## src/hdl/mps_params.svh

```systemverilog
/*
  Timing constants and reset values for the mirror-array power sequencer.
  Assumes a 100 MHz system clock; included by the top module only.
*/
// Contract
// - Power request acts only after its level holds about 1 ms.
// - Colour-select bits ignore level changes shorter than about 300 ns.
// - After request rises, initialise mirror array, then offset rail within 10 ms.
// - Bias and reset rails enable 145 ms after the offset rail.
// - LED driver and colour decoder stay off until all three rails are on.
// - Request low starts the normal ordered power-down of the rails.
// - Any rail fault starts fast power-down, all rails discharged together.
// - The block generates the system reset output.
// - Three independent 10-bit LED current settings, written over the serial link.
// - Serial output updates after each falling serial clock edge while selected.
// - Serial output goes high impedance when select is high.
// - Masked fault keeps interrupt high; fault shutdown timing unchanged.
// - Colour code zero opens all switches and applies no current.
`ifndef MPS_PARAMS_SVH
`define MPS_PARAMS_SVH
`define MPS_CLK_MHZ        100
`define MPS_PWR_DGL_US     1000
`define MPS_SEL_DGL_NS     300
`define MPS_INIT_US        1000
`define MPS_OFS_WAIT_US    145000
`define MPS_DOWN_STEP_US   1000
`define MPS_CLK_NS         10
// Counts in cycles; 10 % oscillator margin added to least waits
`define MPS_PWR_DGL_CYC    ((`MPS_PWR_DGL_US * `MPS_CLK_MHZ * 11) / 10)
`define MPS_SEL_DGL_CYC    ((`MPS_SEL_DGL_NS + `MPS_CLK_NS - 1) / `MPS_CLK_NS)
`define MPS_INIT_CYC       (`MPS_INIT_US * `MPS_CLK_MHZ)
`define MPS_OFS_WAIT_CYC   ((`MPS_OFS_WAIT_US * `MPS_CLK_MHZ * 11) / 10)
`define MPS_DOWN_STEP_CYC  (`MPS_DOWN_STEP_US * `MPS_CLK_MHZ)
`define MPS_CMD_LED0       4'h1
`define MPS_CMD_LED1       4'h2
`define MPS_CMD_LED2       4'h3
`define MPS_CMD_MASK       4'h4
`define MPS_CMD_STATUS     4'h5
`define MPS_IDAC_RST       10'h000
`endif

```

## src/hdl/mps_pkg.sv

```systemverilog
/*
  Types for the mirror-array power sequencer.
  Assumes nothing beyond the shared parameter header.
*/
package mps_pkg;
  typedef enum logic [2:0] {
    MPS_OFF      = 3'b000,
    MPS_INIT     = 3'b001,
    MPS_OFS_ON   = 3'b010,
    MPS_READY    = 3'b011,
    MPS_DOWN_BR  = 3'b100,
    MPS_DOWN_OFS = 3'b101,
    MPS_FAULT    = 3'b110
  } mps_state_t;
endpackage

```

## src/hdl/mps_sequencer.sv

```systemverilog
/*
  Mirror-array power sequencer: request deglitch, rail sequencing, fault
  power-down, system reset, colour decode gating and a serial config port.
  Assumes pins are asynchronous to clock_i; the serial clock is sampled.
*/
`timescale 1ns/100ps
`include "mps_params.svh"
module mps_sequencer
  import mps_pkg::*;
#(
  parameter int PWR_DGL_CYC   = `MPS_PWR_DGL_CYC,
  parameter int INIT_CYC      = `MPS_INIT_CYC,
  parameter int OFS_WAIT_CYC  = `MPS_OFS_WAIT_CYC,
  parameter int DOWN_STEP_CYC = `MPS_DOWN_STEP_CYC
) (
  // Clock and reset
  input  wire logic       clock_i,
  input  wire logic       rstn_i,
  // Pins from the display controller
  input  wire logic       power_request_in_i,
  input  wire logic       colour_select_bit0_i,
  input  wire logic       colour_select_bit1_i,
  input  wire logic [2:0] rail_fault_i,
  // Serial link
  input  wire logic       spi_clk_i,
  input  wire logic       spi_csn_i,
  input  wire logic       spi_din_i,
  output logic            spi_dout_o,
  output logic            spi_dout_oe_o,
  // Rails, reset, interrupt
  output logic            mirror_offset_rail_o,
  output logic            mirror_bias_rail_o,
  output logic            mirror_reset_rail_o,
  output logic            mirror_array_init_o,
  output logic            system_reset_n_o,
  output logic            interrupt_n_o,
  // LED path
  output logic            led_driver_en_o,
  output logic [2:0]      led_switch_o,
  output logic [9:0]      led_current_o
);
  localparam int SELC = `MPS_SEL_DGL_CYC;

  // Refuse counts that the 28-bit timers or the 8-bit filter cannot hold
  if (PWR_DGL_CYC < 2 || INIT_CYC < 1 || OFS_WAIT_CYC < 1 ||
      DOWN_STEP_CYC < 1 || PWR_DGL_CYC > 28'hFFF_FFFF ||
      INIT_CYC > 28'hFFF_FFFF || OFS_WAIT_CYC > 28'hFFF_FFFF ||
      DOWN_STEP_CYC > 28'hFFF_FFFF || SELC < 1 ||
      SELC > 8'hFF) begin : g_bad_counts
    $error("mps_sequencer: counts out of range");
  end

  // Two-stage synchronisers for every pin
  logic [6:0] s1_reg, s2_reg, s1_next;
  always_comb begin
    s1_next = {spi_din_i, spi_csn_i, spi_clk_i, colour_select_bit1_i,
               colour_select_bit0_i, power_request_in_i, |rail_fault_i};
  end
  always_ff @(posedge clock_i or negedge rstn_i) begin
    if (!rstn_i) begin
      // Idle levels: select high, serial clock low, so no false edge
      s1_reg <= 7'h20;
      s2_reg <= 7'h20;
    end else begin
      s1_reg <= s1_next;
      s2_reg <= s1_reg;
    end
  end
  wire fault_s = s2_reg[0];
  wire preq_s  = s2_reg[1];
  wire sclk_s  = s2_reg[4];
  wire csn_s   = s2_reg[5];
  wire din_s   = s2_reg[6];

  // Deglitch filters: a level is taken once it holds for the full window
  logic        preq_reg, preq_next;
  logic [27:0] pcnt_reg, pcnt_next;
  logic [1:0]  sel_reg, sel_next, selc_reg, selc_next;
  logic [7:0]  scnt_reg, scnt_next;
  always_comb begin
    preq_next = preq_reg;
    pcnt_next = 28'h000_0000;
    if (preq_s != preq_reg) begin
      pcnt_next = pcnt_reg + 28'h000_0001;
      if (pcnt_reg == 28'(PWR_DGL_CYC - 1)) begin
        preq_next = preq_s;
        pcnt_next = 28'h000_0000;
      end
    end
    selc_next = s2_reg[3:2];
    sel_next  = sel_reg;
    scnt_next = 8'h00;
    if (s2_reg[3:2] == selc_reg && s2_reg[3:2] != sel_reg) begin
      scnt_next = scnt_reg + 8'h01;
      if (scnt_reg == 8'(SELC - 1))
        sel_next = selc_reg;
    end
  end
  always_ff @(posedge clock_i or negedge rstn_i) begin
    if (!rstn_i) begin
      preq_reg <= 1'b0;
      pcnt_reg <= 28'h000_0000;
      sel_reg  <= 2'h0;
      selc_reg <= 2'h0;
      scnt_reg <= 8'h00;
    end else begin
      preq_reg <= preq_next;
      pcnt_reg <= pcnt_next;
      sel_reg  <= sel_next;
      selc_reg <= selc_next;
      scnt_reg <= scnt_next;
    end
  end

  // Serial port: shift in on rising, launch out on falling sampled edge
  logic        sclk_d_reg, sclk_d_next;
  logic [15:0] sh_reg, sh_next;
  logic [4:0]  bc_reg, bc_next;
  logic [9:0]  idac_reg [3];
  logic [9:0]  idac_next [3];
  logic [2:0]  mask_reg, mask_next;
  logic        dout_reg, dout_next, doe_reg, doe_next;
  logic [2:0]  fault_flag;
  always_comb begin
    sclk_d_next = sclk_s;
    sh_next     = sh_reg;
    bc_next     = bc_reg;
    idac_next   = idac_reg;
    mask_next   = mask_reg;
    dout_next   = dout_reg;
    doe_next    = !csn_s;
    if (csn_s) begin
      bc_next = 5'h00;
    end else if (sclk_s && !sclk_d_reg) begin
      sh_next = {sh_reg[14:0], din_s};
      bc_next = bc_reg + 5'h01;
      if (bc_reg == 5'h07) begin
        // Command byte seen: status leads the second byte out; the low
        // byte keeps the command so the end-of-frame decode ignores it
        if (sh_reg[6:3] == `MPS_CMD_STATUS)
          sh_next = {5'h00, fault_flag, sh_reg[6:0], din_s};
      end
      if (bc_reg == 5'h0F) begin
        case (sh_reg[14:11])
          `MPS_CMD_LED0: idac_next[0] = {sh_reg[8:0], din_s};
          `MPS_CMD_LED1: idac_next[1] = {sh_reg[8:0], din_s};
          `MPS_CMD_LED2: idac_next[2] = {sh_reg[8:0], din_s};
          `MPS_CMD_MASK: mask_next    = {sh_reg[1:0], din_s};
          default:       mask_next    = mask_reg;
        endcase
      end
    end else if (!sclk_s && sclk_d_reg) begin
      dout_next = sh_reg[15];
    end
  end
  always_ff @(posedge clock_i or negedge rstn_i) begin
    if (!rstn_i) begin
      sclk_d_reg <= 1'b0;
      sh_reg     <= 16'h0000;
      bc_reg     <= 5'h00;
      idac_reg   <= '{`MPS_IDAC_RST, `MPS_IDAC_RST, `MPS_IDAC_RST};
      mask_reg   <= 3'h0;
      dout_reg   <= 1'b0;
      doe_reg    <= 1'b0;
    end else begin
      sclk_d_reg <= sclk_d_next;
      sh_reg     <= sh_next;
      bc_reg     <= bc_next;
      idac_reg   <= idac_next;
      mask_reg   <= mask_next;
      dout_reg   <= dout_next;
      doe_reg    <= doe_next;
    end
  end
  assign fault_flag = {mask_reg[2], mask_reg[1], fault_s};

  // Sequencer: ordered power-up, normal and fast power-down
  mps_state_t  st_reg, st_next;
  logic [27:0] tc_reg, tc_next;
  logic        irq_reg, irq_next;
  always_comb begin
    st_next  = st_reg;
    tc_next  = tc_reg + 28'h000_0001;
    irq_next = irq_reg;
    case (st_reg)
      MPS_OFF: begin
        tc_next = 28'h000_0000;
        if (preq_reg && !fault_s) st_next = MPS_INIT;
      end
      MPS_INIT: if (tc_reg == 28'(INIT_CYC - 1)) begin
        st_next = MPS_OFS_ON;
        tc_next = 28'h000_0000;
      end
      MPS_OFS_ON: if (tc_reg == 28'(OFS_WAIT_CYC - 1)) begin
        st_next = MPS_READY;
        tc_next = 28'h000_0000;
      end
      MPS_READY: tc_next = 28'h000_0000;
      MPS_DOWN_BR: if (tc_reg == 28'(DOWN_STEP_CYC - 1)) begin
        st_next = MPS_DOWN_OFS;
        tc_next = 28'h000_0000;
      end
      MPS_DOWN_OFS: if (tc_reg == 28'(DOWN_STEP_CYC - 1)) begin
        st_next = MPS_OFF;
        tc_next = 28'h000_0000;
      end
      MPS_FAULT: begin
        tc_next = 28'h000_0000;
        if (!preq_reg) st_next = MPS_OFF;
      end
      default: st_next = MPS_OFF;
    endcase
    if (st_reg != MPS_OFF && st_reg != MPS_FAULT) begin
      if (fault_s) begin
        st_next = MPS_FAULT;
        tc_next = 28'h000_0000;
      end else if (!preq_reg && st_reg inside {MPS_INIT, MPS_OFS_ON,
                                               MPS_READY}) begin
        st_next = MPS_DOWN_BR;
        tc_next = 28'h000_0000;
      end
    end
    // Interrupt follows a fault unless masked; set wins over release
    if (fault_s && !mask_reg[0]) irq_next = 1'b1;
    else if (!preq_reg) irq_next = 1'b0;
  end
  always_ff @(posedge clock_i or negedge rstn_i) begin
    if (!rstn_i) begin
      st_reg  <= MPS_OFF;
      tc_reg  <= 28'h000_0000;
      irq_reg <= 1'b0;
    end else begin
      st_reg  <= st_next;
      tc_reg  <= tc_next;
      irq_reg <= irq_next;
    end
  end

  // Registered outputs
  logic [11:0] out_reg, out_next;
  logic [9:0]  cur_reg, cur_next;
  always_comb begin
    out_next     = 12'h000;
    // A taken fault drops every rail on the same edge
    out_next[0]  = st_reg inside {MPS_OFS_ON, MPS_READY, MPS_DOWN_BR}
                   && st_next != MPS_FAULT;
    // Bias and reset rails go first on power-down, offset a step later
    out_next[1]  = st_reg == MPS_READY && st_next == MPS_READY;
    out_next[2]  = out_next[1];
    out_next[3]  = st_reg == MPS_INIT;
    out_next[5]  = !irq_reg;
    // LED path and system reset wait one cycle until all rails stand
    out_next[6]  = out_next[1] && out_reg[2:0] == 3'b111;
    out_next[4]  = out_next[6];
    cur_next     = 10'h000;
    if (out_next[6]) begin
      case (sel_reg)
        2'h1: begin out_next[7] = 1'b1; cur_next = idac_reg[0]; end
        2'h2: begin out_next[8] = 1'b1; cur_next = idac_reg[1]; end
        2'h3: begin out_next[9] = 1'b1; cur_next = idac_reg[2]; end
        default: cur_next = 10'h000;
      endcase
    end
  end
  always_ff @(posedge clock_i or negedge rstn_i) begin
    if (!rstn_i) begin
      out_reg <= 12'h020;
      cur_reg <= 10'h000;
    end else begin
      out_reg <= out_next;
      cur_reg <= cur_next;
    end
  end
  assign mirror_offset_rail_o = out_reg[0];
  assign mirror_bias_rail_o   = out_reg[1];
  assign mirror_reset_rail_o  = out_reg[2];
  assign mirror_array_init_o  = out_reg[3];
  assign system_reset_n_o     = out_reg[4];
  assign interrupt_n_o        = out_reg[5];
  assign led_driver_en_o      = out_reg[6];
  assign led_switch_o         = out_reg[9:7];
  assign led_current_o        = cur_reg;
  assign spi_dout_o           = dout_reg;
  assign spi_dout_oe_o        = doe_reg;

  AST_LED_GATED: assert property (@(posedge clock_i) disable iff (!rstn_i)
    led_driver_en_o |-> mirror_offset_rail_o && mirror_bias_rail_o
    && mirror_reset_rail_o) else $error("LED on before rails");
  AST_SEL_ZERO: assert property (@(posedge clock_i) disable iff (!rstn_i)
    $past(sel_reg) == 2'h0 |-> led_switch_o == 3'h0 &&
    led_current_o == 10'h000) else $error("Code zero drove a switch");
  AST_FAST_DOWN: assert property (@(posedge clock_i) disable iff (!rstn_i)
    fault_s && st_reg inside {MPS_OFS_ON, MPS_READY} |=>
    !mirror_offset_rail_o && !mirror_bias_rail_o && !mirror_reset_rail_o)
    else $error("Rails not dropped together");
  AST_OFS_ORDER: assert property (@(posedge clock_i) disable iff (!rstn_i)
    $rose(mirror_bias_rail_o) |-> $past(mirror_offset_rail_o))
    else $error("Bias before offset");
  AST_INIT_FIRST: assert property (@(posedge clock_i) disable iff (!rstn_i)
    $rose(mirror_offset_rail_o) |-> $past(mirror_array_init_o, 2))
    else $error("Offset rail without init");
  AST_NORMAL_DOWN: assert property (@(posedge clock_i) disable iff (!rstn_i)
    $fell(mirror_bias_rail_o) && !fault_s |-> mirror_offset_rail_o)
    else $error("Offset dropped first");
  AST_DOE: assert property (@(posedge clock_i) disable iff (!rstn_i)
    csn_s |-> ##1 !spi_dout_oe_o) else $error("Output driven idle");
  AST_RESET_OUT: assert property (@(posedge clock_i) disable iff (!rstn_i)
    system_reset_n_o |-> led_driver_en_o) else $error("Reset early");
  AST_IRQ_MASK: assert property (@(posedge clock_i) disable iff (!rstn_i)
    mask_reg[0] && !irq_reg |=> !irq_reg || !mask_reg[0] || $past(!mask_reg[0]))
    else $error("Masked fault raised interrupt");
endmodule // mps_sequencer

```

## config.mk

```make
export PLATFORM = sky130hd
export DESIGN_NAME = mps_sequencer
export DESIGN_NICKNAME = d
export VERILOG_FILES = /design/src/hdl/mps_pkg.sv /design/src/hdl/mps_sequencer.sv
export VERILOG_INCLUDE_DIRS = /design/src /design/src/hdl
export SDC_FILE = /design/constraint.sdc
export NUM_CORES = 1
export LEC_CHECK = 0
export BUFFER_PORTS_ARGS = -buffer_cell sky130_fd_sc_hd__buf_2
export CORE_MARGIN = 3
export CORE_UTILIZATION = 57
export CTS_BUF_LIST = sky130_fd_sc_hd__clkbuf_4
export DETAILED_ROUTE_END_ITERATION = 6
export GPL_TIMING_DRIVEN = 0
export PLACE_DENSITY = 0.83
export SETUP_SLACK_MARGIN = 0.1
export SLEW_MARGIN = 20
export SYNTH_ARGS = -nofsm -noshare
export SYNTH_HDL_FRONTEND = slang
export SYNTH_SLANG_ARGS = --single-unit
```

## constraint.sdc

```tcl
create_clock -name clock_i -period 2.3 [get_ports clock_i]
set_clock_uncertainty 0.15 [all_clocks]
set_input_delay 0.46 -clock clock_i [delete_from_list [all_inputs] [get_ports clock_i]]
set_output_delay 0.46 -clock clock_i [all_outputs]
set_load 0.05 [all_outputs]
```

# Yosys cells after proc, flatten, opt, wreduce, memory -nomap -nowiden
# Cells that the tools add are included.
[totals]
ff_bits = 164
latchBits = 0
ramBits = 0
mem_bits_ro = 0
inputBits = 11
out_inout_bits = 22
word_cells = 119
mem_count = 0
[op_classes]
n_addsub = 4
n_mul = 0
n_div = 0
magnitude_cmp = 0
eq_ne = 28
shift = 0
mux = 31
n_bitwise = 2
n_reduce_logical = 33
[ops]
columns = ["operator", "count"]
rows = [
  ["$mux W28", 7],
  ["$pmux W28 S3", 1],
  ["$add A28 B1 Y28 const B", 2],
  ["$eq A28 B17 Y1 const B", 2],
  ["$mux W16", 2],
  ["$mux W3", 10],
  ["$pmux W10 S3", 1],
  ["$eq A28 B24 Y1 const B", 1],
  ["$pmux W3 S7", 1],
  ["$reduce_and A4 Y1", 4],
  ["$eq A3 B3 Y1 const B", 4],
  ["$logic_and A1 B1 Y1", 10],
  ["$mux W10", 1],
  ["$mux W5", 2],
  ["$eq A3 B2 Y1 const B", 3],
  ["$reduce_bool A3 Y1", 3],
  ["$reduce_or A3 Y1", 3],
  ["$add A8 B1 Y8 const B", 1],
  ["$eq A4 B2 Y1 const B", 2],
  ["$eq A4 B3 Y1 const B", 2],
  ["$eq A8 B5 Y1 const B", 1],
  ["$mux W8", 1],
  ["$logic_not A1 Y1", 7],
  ["$ne A3 B3 Y1 const B", 2],
  ["other kinds (17)", 25],
]

# Depth between registers and ports, before layout
# Gate-level depths: netlist of run 1.
[logic_depth]
word_depth = 11
mapped_depth = 8
mapped_depth_nobuf = 7

# Worst setup path after synthesis of run 1
# OpenSTA, ideal clock, no wires.
[synth_timing]
kind = "reg-to-reg"
from = "reg bc_reg[0]"
to = "reg idac_reg[20] (netlist bit)"
setup_time_ps = 125
t_arrival_ps = 1885
t_required_ps = 2025
path_slack_ps = 140
path_stages_with_launch = 8
path_buffers = 1
synth_period_minus_slack_ps = 2160
path_cell_list = "dfrtp_1 ha_1 and3_1 ha_1 nand3b_1 or4b_1 buf_6 mux2_4"
[synth_via]
elab_chain_len = 2
[synth_lines]
columns = ["item", "line", "text"]
rows = [
  ["start, declared", "mps_sequencer.sv:118", "logic [4:0] bc_reg, bc_next;"],
  ["start signal, assigned", "mps_sequencer.sv:168", "bc_reg <= bc_next;"],
  ["$eq A5 B4 Y1", "mps_sequencer.sv:143", "if (bc_reg == 5'h0F) begin"],
  ["$reduce_and A4 Y1 (no source line)", "n/a", ""],
  ["end signal, assigned", "mps_sequencer.sv:161", "idac_reg <= '{`MPS_IDAC_RST, `MPS_IDAC_RST, `MPS_IDAC_RST};"],
  ["end signal, assigned", "mps_sequencer.sv:169", "idac_reg <= idac_next;"],
  ["end, declared", "mps_sequencer.sv:119", "logic [9:0] idac_reg [3];"],
]
# No other way between the ends.
# A chain may end at the register's enable or synchronous reset.

# Final worst setup path of run 1
[layout_timing]
from = "reg bc_reg[0]"
to = "reg idac_reg[25] (netlist bit)"
# The elaborated chain is that of the path after synthesis.

==> impl_metrics.py, run 1 <==
metrics = {
    "sta": {
        "slew_headroom": 0.436,
        "period_needed_ns": 2.26,
        "setup_violations": 0,
        "slew_viol_final": 0,
        "tightestPinTransition_ns": 0.838,
        "hold_viol_final": 0,
        "fmax_mhz": 442,
        "holdWs_ns": 0.208,
        "grt_setup_unrepaired": "true",
        "fin_crit_sh": 0.983,
    },
    "setup_path": {
        "crit_slowest_cell": "or4b_4",
        "cp.arrival_ns": 2.53,
        "crit_start": "bc_reg[0]$_DFFE_PN0N_",
        "endpoint_kind": "register",
        "crit_path_max_incr_delay_ns": 0.52,
        "crit_required_ns": 2.56,
        "worstSetupStartpointType": "register",
        "timing.critical_path.buf_inv": 1,
        "rr_startpoint": "bc_reg[0]$_DFFE_PN0N_",
        "path_delay_family": "simple AND/OR/NAND/NOR gates",
        "crit_type": "reg -> reg",
        "worstPathCellList": "ha_2 > and3_1 > ha_1 > nand3b_1 > or4b_4 > buf_12 > mux2_4",
        "path_max_fanout": 10,
    },
    "floorplan": {
        "start_util": 0.588,
        "core_um2": 12200,
        "std_cell_rows": 40,
        "fp.dieH_um": 118,
        "fp.dieW_um": 118,
        "dieArea_um2": 13900,
        "ioPinCount": 33,
    },
    "layout": {
        "n_antenna_cell": 0,
        "drive_gt1_frac": 0.217,
        "fin_util": 0.671,
        "largest_reg_flops": 30,
        "nets": 733,
        "area_growth_syn_to_layout_pct": 14.0,
        "final_area_um2": 8160,
        "nFillCells": 886,
        "fin_cells": 895,
    },
    "power_and_ir_drop": {
        "total_power_mw": 4.85,
        "ir_drop_mv": 0.574,
        "p_leak_nw": 3.74,
        "powerDensity_nw_per_um2": 594,
    },
    "global_routing": {
        "grt_max_degree": 85,
        "gr-total-overflow": 0,
        "grt_pass1_vias": 5063,
        "grtUsageTotal": 0.206,
        "antenna_found_initial": 0,
        "grt_pass1_wl_um": 23500,
    },
    "cts": {
        "htree_levels": 4,
        "clkLatencyLatePin_ns": 0.53,
        "cts_tree": "yes",
        "clkTransAtPathRegs_ns": 0.11,
        "clock_sinks": 162,
        "ctsRootBufferMaster": "clkbuf_4",
        "clk_path_buf_depth": 2,
        "cts-buffers-inserted": 17,
    },
    "yosys": {
        "netlist_area_um2": 7150,
        "ys_warn_count": 0,
        "synth_async_sr_flop_share": 1.00,
        "synth_edf_count": 0,
        "syn_avg_cell_area_um2": 11.1,
        "yosysUniqueCellTypes": 48,
        "yosys_most_used_dff": "dfrtp_1",
        "seq_area_frac_synth": 0.567,
        "ys_ff_latch": 162,
        "synth_cells": 644,
        "synthesis.nets": 661,
    },
    "route": {
        "drc_errors": 0,
        "via_per_inst": 5.52,
        "wire_per_inst_um": 15.3,
        "wirelength_um": 13700,
        "ant_nets": 0,
        "drt-pass1-iter-count": 7,
        "vias": 4936,
        "drt_iter0_markers": 359,
    },
    "run": {
        "cap_violations": 0,
    },
    "placement": {
        "dpl.hpwl_um": 9170,
        "io_buffers": 32,
        "place.gp.congestion": 0.859,
        "dp.cells": 845,
        "place_area_um2": 7560,
    },
    "worst_hold_path": {
        "min_path_type": "reg -> reg",
        "holdCritStartpoint": "s1_reg[1]$_DFF_PN0_",
    },
    "run_status": {
        "run_status": "completed",
    },
}
[path summary, 6_finish.rpt]
kind	endpoint	slack, ns	cells past startpoint
worst max-delay path	idac_reg[25]$_DFFE_PN0P_	0.04	7
max in group asynchronous	tc_reg[6]$_DFF_PN0_	0.86	3
worst max register to register	idac_reg[25]$_DFFE_PN0P_	0.04	7
min in group asynchronous	bc_reg[1]$_DFFE_PN0N_	0.33	2
worst min register to register	s2_reg[1]$_DFF_PN0_	0.21	0
worst min-delay path	s2_reg[1]$_DFF_PN0_	0.21	0
[what timing repair did]
item | in CTS | in global routing
gates resized for setup | 21 | 15
pin swaps | 3 | 7
endpoints found under the hold margin | 82 | 0
hold buffers | 9 | 0
endpoints found under the setup margin | 65 | 87
gates cloned | 0 | 0
buffers inserted | 3 | 9
[power by group]
| part | internal (mW) | leakage (nW) | switching [mW] |
|---|---|---|---|
| Combinational | 0.0767 | 1.39 | 0.124 |
| Clock | 0.774 | 0.153 | 0.882 |
| Sequential | 2.91 | 2.20 | 0.0817 |
[Yosys cell counts (9+ instances only)]
library cell | number | share of area
inv_1 | 13 | 0.0068
dfrtp_1 | 159 | 0.56
nor2_1 | 94 | 0.049
xnor2_1 | 28 | 0.034
xor2_1 | 39 | 0.048
nor3_1 | 9 | 0.0063
clkbuf_1 | 17 | 0.0089
nand3_1 | 25 | 0.017
and3_1 | 16 | 0.014
a22oi_1 | 10 | 0.010
mux2_2 | 36 | 0.057
nand2_1 | 66 | 0.035
nand4_1 | 19 | 0.017
o21ai_0 | 11 | 0.0077
mux2_4 | 10 | 0.021
nor4_1 | 11 | 0.0096
[cell families (layout without fill, tap and decap cells)]
group                    count (synthesis)  after routing  share of synthesized area
AO/OA/AOI/OAI                           33             33                     0.0301
XOR/XNOR                                67             67                     0.0821
adder cells (fa/ha/maj)                  6              6                     0.0105
buffers and inverters                   44            127                     0.0289
flip-flops                             162            162                      0.567
multiplexers                            52             52                     0.0861
AND/OR/NAND/NOR                        280            280                      0.195
[stage by stage]
step	setup slack (ns)	TNS, ns
3_3_place_gp	-1.59	-255.01
3_5_place_dp	-0.148	-2.68
4_1_cts	0.0626	0
2_1_floorplan	0.140	0
6_report	0.0383	0
5_1_grt	-0.0490	-0.326
[area by class of cell]
class                           count  area [um2]  area share
Sequential cell                   162        4060       0.498
Tap cell                          168         210      0.0258
Buffer                             30         188      0.0230
Clock inverter                      9         115      0.0141
Clock buffer                       21         158      0.0193
Timing Repair Buffer               54         378      0.0463
Multi-Input combinational cell    438        3000       0.368
Inverter                           13        48.8     0.00598
[cells in the final DEF (no fill, tap or decap), types with 8 or more instances in the layout]
cell,instances
nor2_1,94
clkbuf_1,13
dlygate4sd3_1,9
buf_2,33
o21ai_0,11
xnor2_1,28
mux2_4,10
nor4_1,8
inv_1,13
clkbuf_4,22
and3_1,15
nand2_1,65
a22oi_1,10
dfrtp_1,158
nand3_1,25
mux2_2,36
xor2_1,39
nand4_1,19
buf_4,17
[per-layer routing]
metal	global-route usage	part of all wire	wire length (um)	up-vias
met5	0	0	0	-
met4	0.0703	0.014	196	0
met3	0.0514	0.044	596	18
met2	0.345	0.50	6850	127
met1	0.264	0.44	6060	2454
li1	-	-	-	2337
Power figures use the tool's default switching activity.
==> inputs of run 2 (changes only) <==
PLACE_DENSITY = 0.78   (was 0.83)
==> run 2 against run 1 <==
First-iteration DRC count shrank 7.0%. Design area is 1.3% higher. Maximum frequency fell by 1.0%. Core utilization grew 0.84 points. Largest power group unchanged. Highest routed layer unchanged.
==> impl_metrics.py, run 2 (synthesis gave the netlist of run 1 again) <==
metrics = {
    "run_status": {
        "run_status": "completed",
    },
    "setup_path": {
        "cp.arrival_ns": 2.58,
        "worstSetupStartpointType": "register",
        "path_delay_family": "simple AND/OR/NAND/NOR gates",
        "crit_slowest_cell": "or4b_4",
        "crit_required_ns": 2.60,
        "crit_path_max_incr_delay_ns": 0.53,
        "timing.critical_path.buf_inv": 1,
        "path_max_fanout": 10,
        "crit_type": "reg -> reg",
        "worstPathCellList": "ha_2 > and3_1 > ha_1 > nand3b_1 > or4b_4 > buf_12 > mux2_4",
        "endpoint_kind": "register",
    },
    "global_routing": {
        "grt_pass1_wl_um": 22500,
        "gr-total-overflow": 0,
        "antenna_found_initial": 1,
        "grt_max_degree": 106,
        "grt_pass1_vias": 4836,
        "grtUsageTotal": 0.198,
    },
    "cts": {
        "cts-buffers-inserted": 17,
        "clkTransAtPathRegs_ns": 0.13,
        "htree_levels": 4,
        "cts_tree": "yes",
        "clkLatencyLatePin_ns": 0.56,
        "clock_sinks": 162,
        "ctsRootBufferMaster": "clkbuf_4",
        "clk_path_buf_depth": 2,
    },
    "route": {
        "drt-pass1-iter-count": 5,
        "via_per_inst": 5.47,
        "vias": 4936,
        "wire_per_inst_um": 14.7,
        "wirelength_um": 13200,
        "ant_nets": 0,
        "drc_errors": 0,
        "drt_iter0_markers": 334,
    },
    "sta": {
        "holdWs_ns": 0.207,
        "period_needed_ns": 2.28,
        "fin_crit_sh": 0.993,
        "grt_setup_unrepaired": "true",
        "setup_violations": 0,
        "hold_viol_final": 0,
        "fmax_mhz": 438,
        "slew_viol_final": 0,
        "tightestPinTransition_ns": 0.893,
        "slew_headroom": 0.400,
    },
    "floorplan": {
        "fp.dieH_um": 118,
        "fp.dieW_um": 118,
        "dieArea_um2": 13900,
        "start_util": 0.588,
        "core_um2": 12200,
        "ioPinCount": 33,
        "std_cell_rows": 40,
    },
    "power_and_ir_drop": {
        "p_sw_mw": 1.13,
        "ir_drop_mv": 0.341,
        "combPwrFrac": 0.041,
        "powerDensity_nw_per_um2": 599,
        "p_int_mw": 3.82,
        "clockPowerShare": 0.355,
        "p_leak_nw": 3.78,
        "swShare": 0.228,
        "seqPwrFrac": 0.604,
    },
    "layout": {
        "final_common_cell": "dfrtp_1",
        "area_growth_syn_to_layout_pct": 15.5,
        "nets": 739,
        "most-common-layout-cells": "dfrtp_1, nor2_1, nand2_1, xor2_1, mux2_2",
        "fin_cells": 902,
        "drive_gt1_frac": 0.229,
        "nFillCells": 902,
        "largest_reg_flops": 30,
    },
    "placement": {
        "place.gp.congestion": 0.779,
        "dp.cells": 845,
        "io_buffers": 32,
        "dpl.hpwl_um": 8570,
    },
    "worst_hold_path": {
        "min_path_type": "reg -> reg",
    },
    "run": {
        "cap_violations": 0,
    },
}
run 2: layout make-up:
| cell class | instances | area (um2) | share of cell area |
|---|---|---|---|
| multi-input combinational | 438 | 3020 | 0.365 |
| tap | 168 | 210 | 0.0255 |
| inverter | 13 | 48.8 | 0.00591 |
| sequential | 162 | 4060 | 0.492 |
| buffer | 31 | 198 | 0.0239 |
| antenna | 1 | 2.50 | 0.000303 |
| clock inverter | 13 | 169 | 0.0205 |
| timing repair buffer | 59 | 428 | 0.0518 |
| clock buffer | 17 | 128 | 0.0155 |
run 2: final timing paths:
kind	start	end	depth (start not counted)	slack [ns]
max reg2reg	bc_reg[1]$_DFFE_PN0N_	idac_reg[27]$_DFFE_PN0P_	7	0.02
min in group asynchronous	rstn_i	scnt_reg[7]$_DFF_PN0_	2	0.26
min reg2reg	s1_reg[5]$_DFF_PN1_	s2_reg[5]$_DFF_PN1_	0	0.21
max	bc_reg[1]$_DFFE_PN0N_	idac_reg[27]$_DFFE_PN0P_	7	0.02
max in group asynchronous	rstn_i	s1_reg[5]$_DFF_PN1_	3	0.90
min	s1_reg[5]$_DFF_PN1_	s2_reg[5]$_DFF_PN1_	0	0.21
run 2: power groups by stage:
stage               clock network, mW  registers, mW  logic [mW]
floorplan                           0           3.02      0.0855
global placement                    0           3.04       0.166
detailed placement                  0           3.05       0.181
CTS                              1.80           2.99       0.197
global route                     1.95           3.00       0.233
finish                           1.76           2.99       0.202
run 2: metrics by stage:
stage	total power [mW]	utilization	setup TNS [ns]	setup slack, ns	area (um2)
5_1_grt	5.18	0.679	-0.440	-0.0483	8260
4_1_cts	4.99	0.663	0	0.0231	8070
6_report	4.95	0.679	0	0.0153	8260
3_5_place_dp	3.23	0.622	-1.74	-0.117	7560
3_3_place_gp	3.21	0.619	-261.63	-1.63	7520
2_1_floorplan	3.11	-	0	0.140	7150
run 2: what timing repair did:
item	CTS	global route
resized for setup	16	24
hold endpoints to repair	64	0
pin swaps	1	7
endpoints found under the setup margin	72	91
setup buffers	5	12
hold buffers	9	0
run 2: metal layers:
metal	up-vias	part of all wire	global-route usage
li1	2361	-	-
met1	2456	0.45	0.260
met2	97	0.50	0.320
met3	22	0.041	0.0509
met4	0	0.015	0.0711
met5	-	0	0
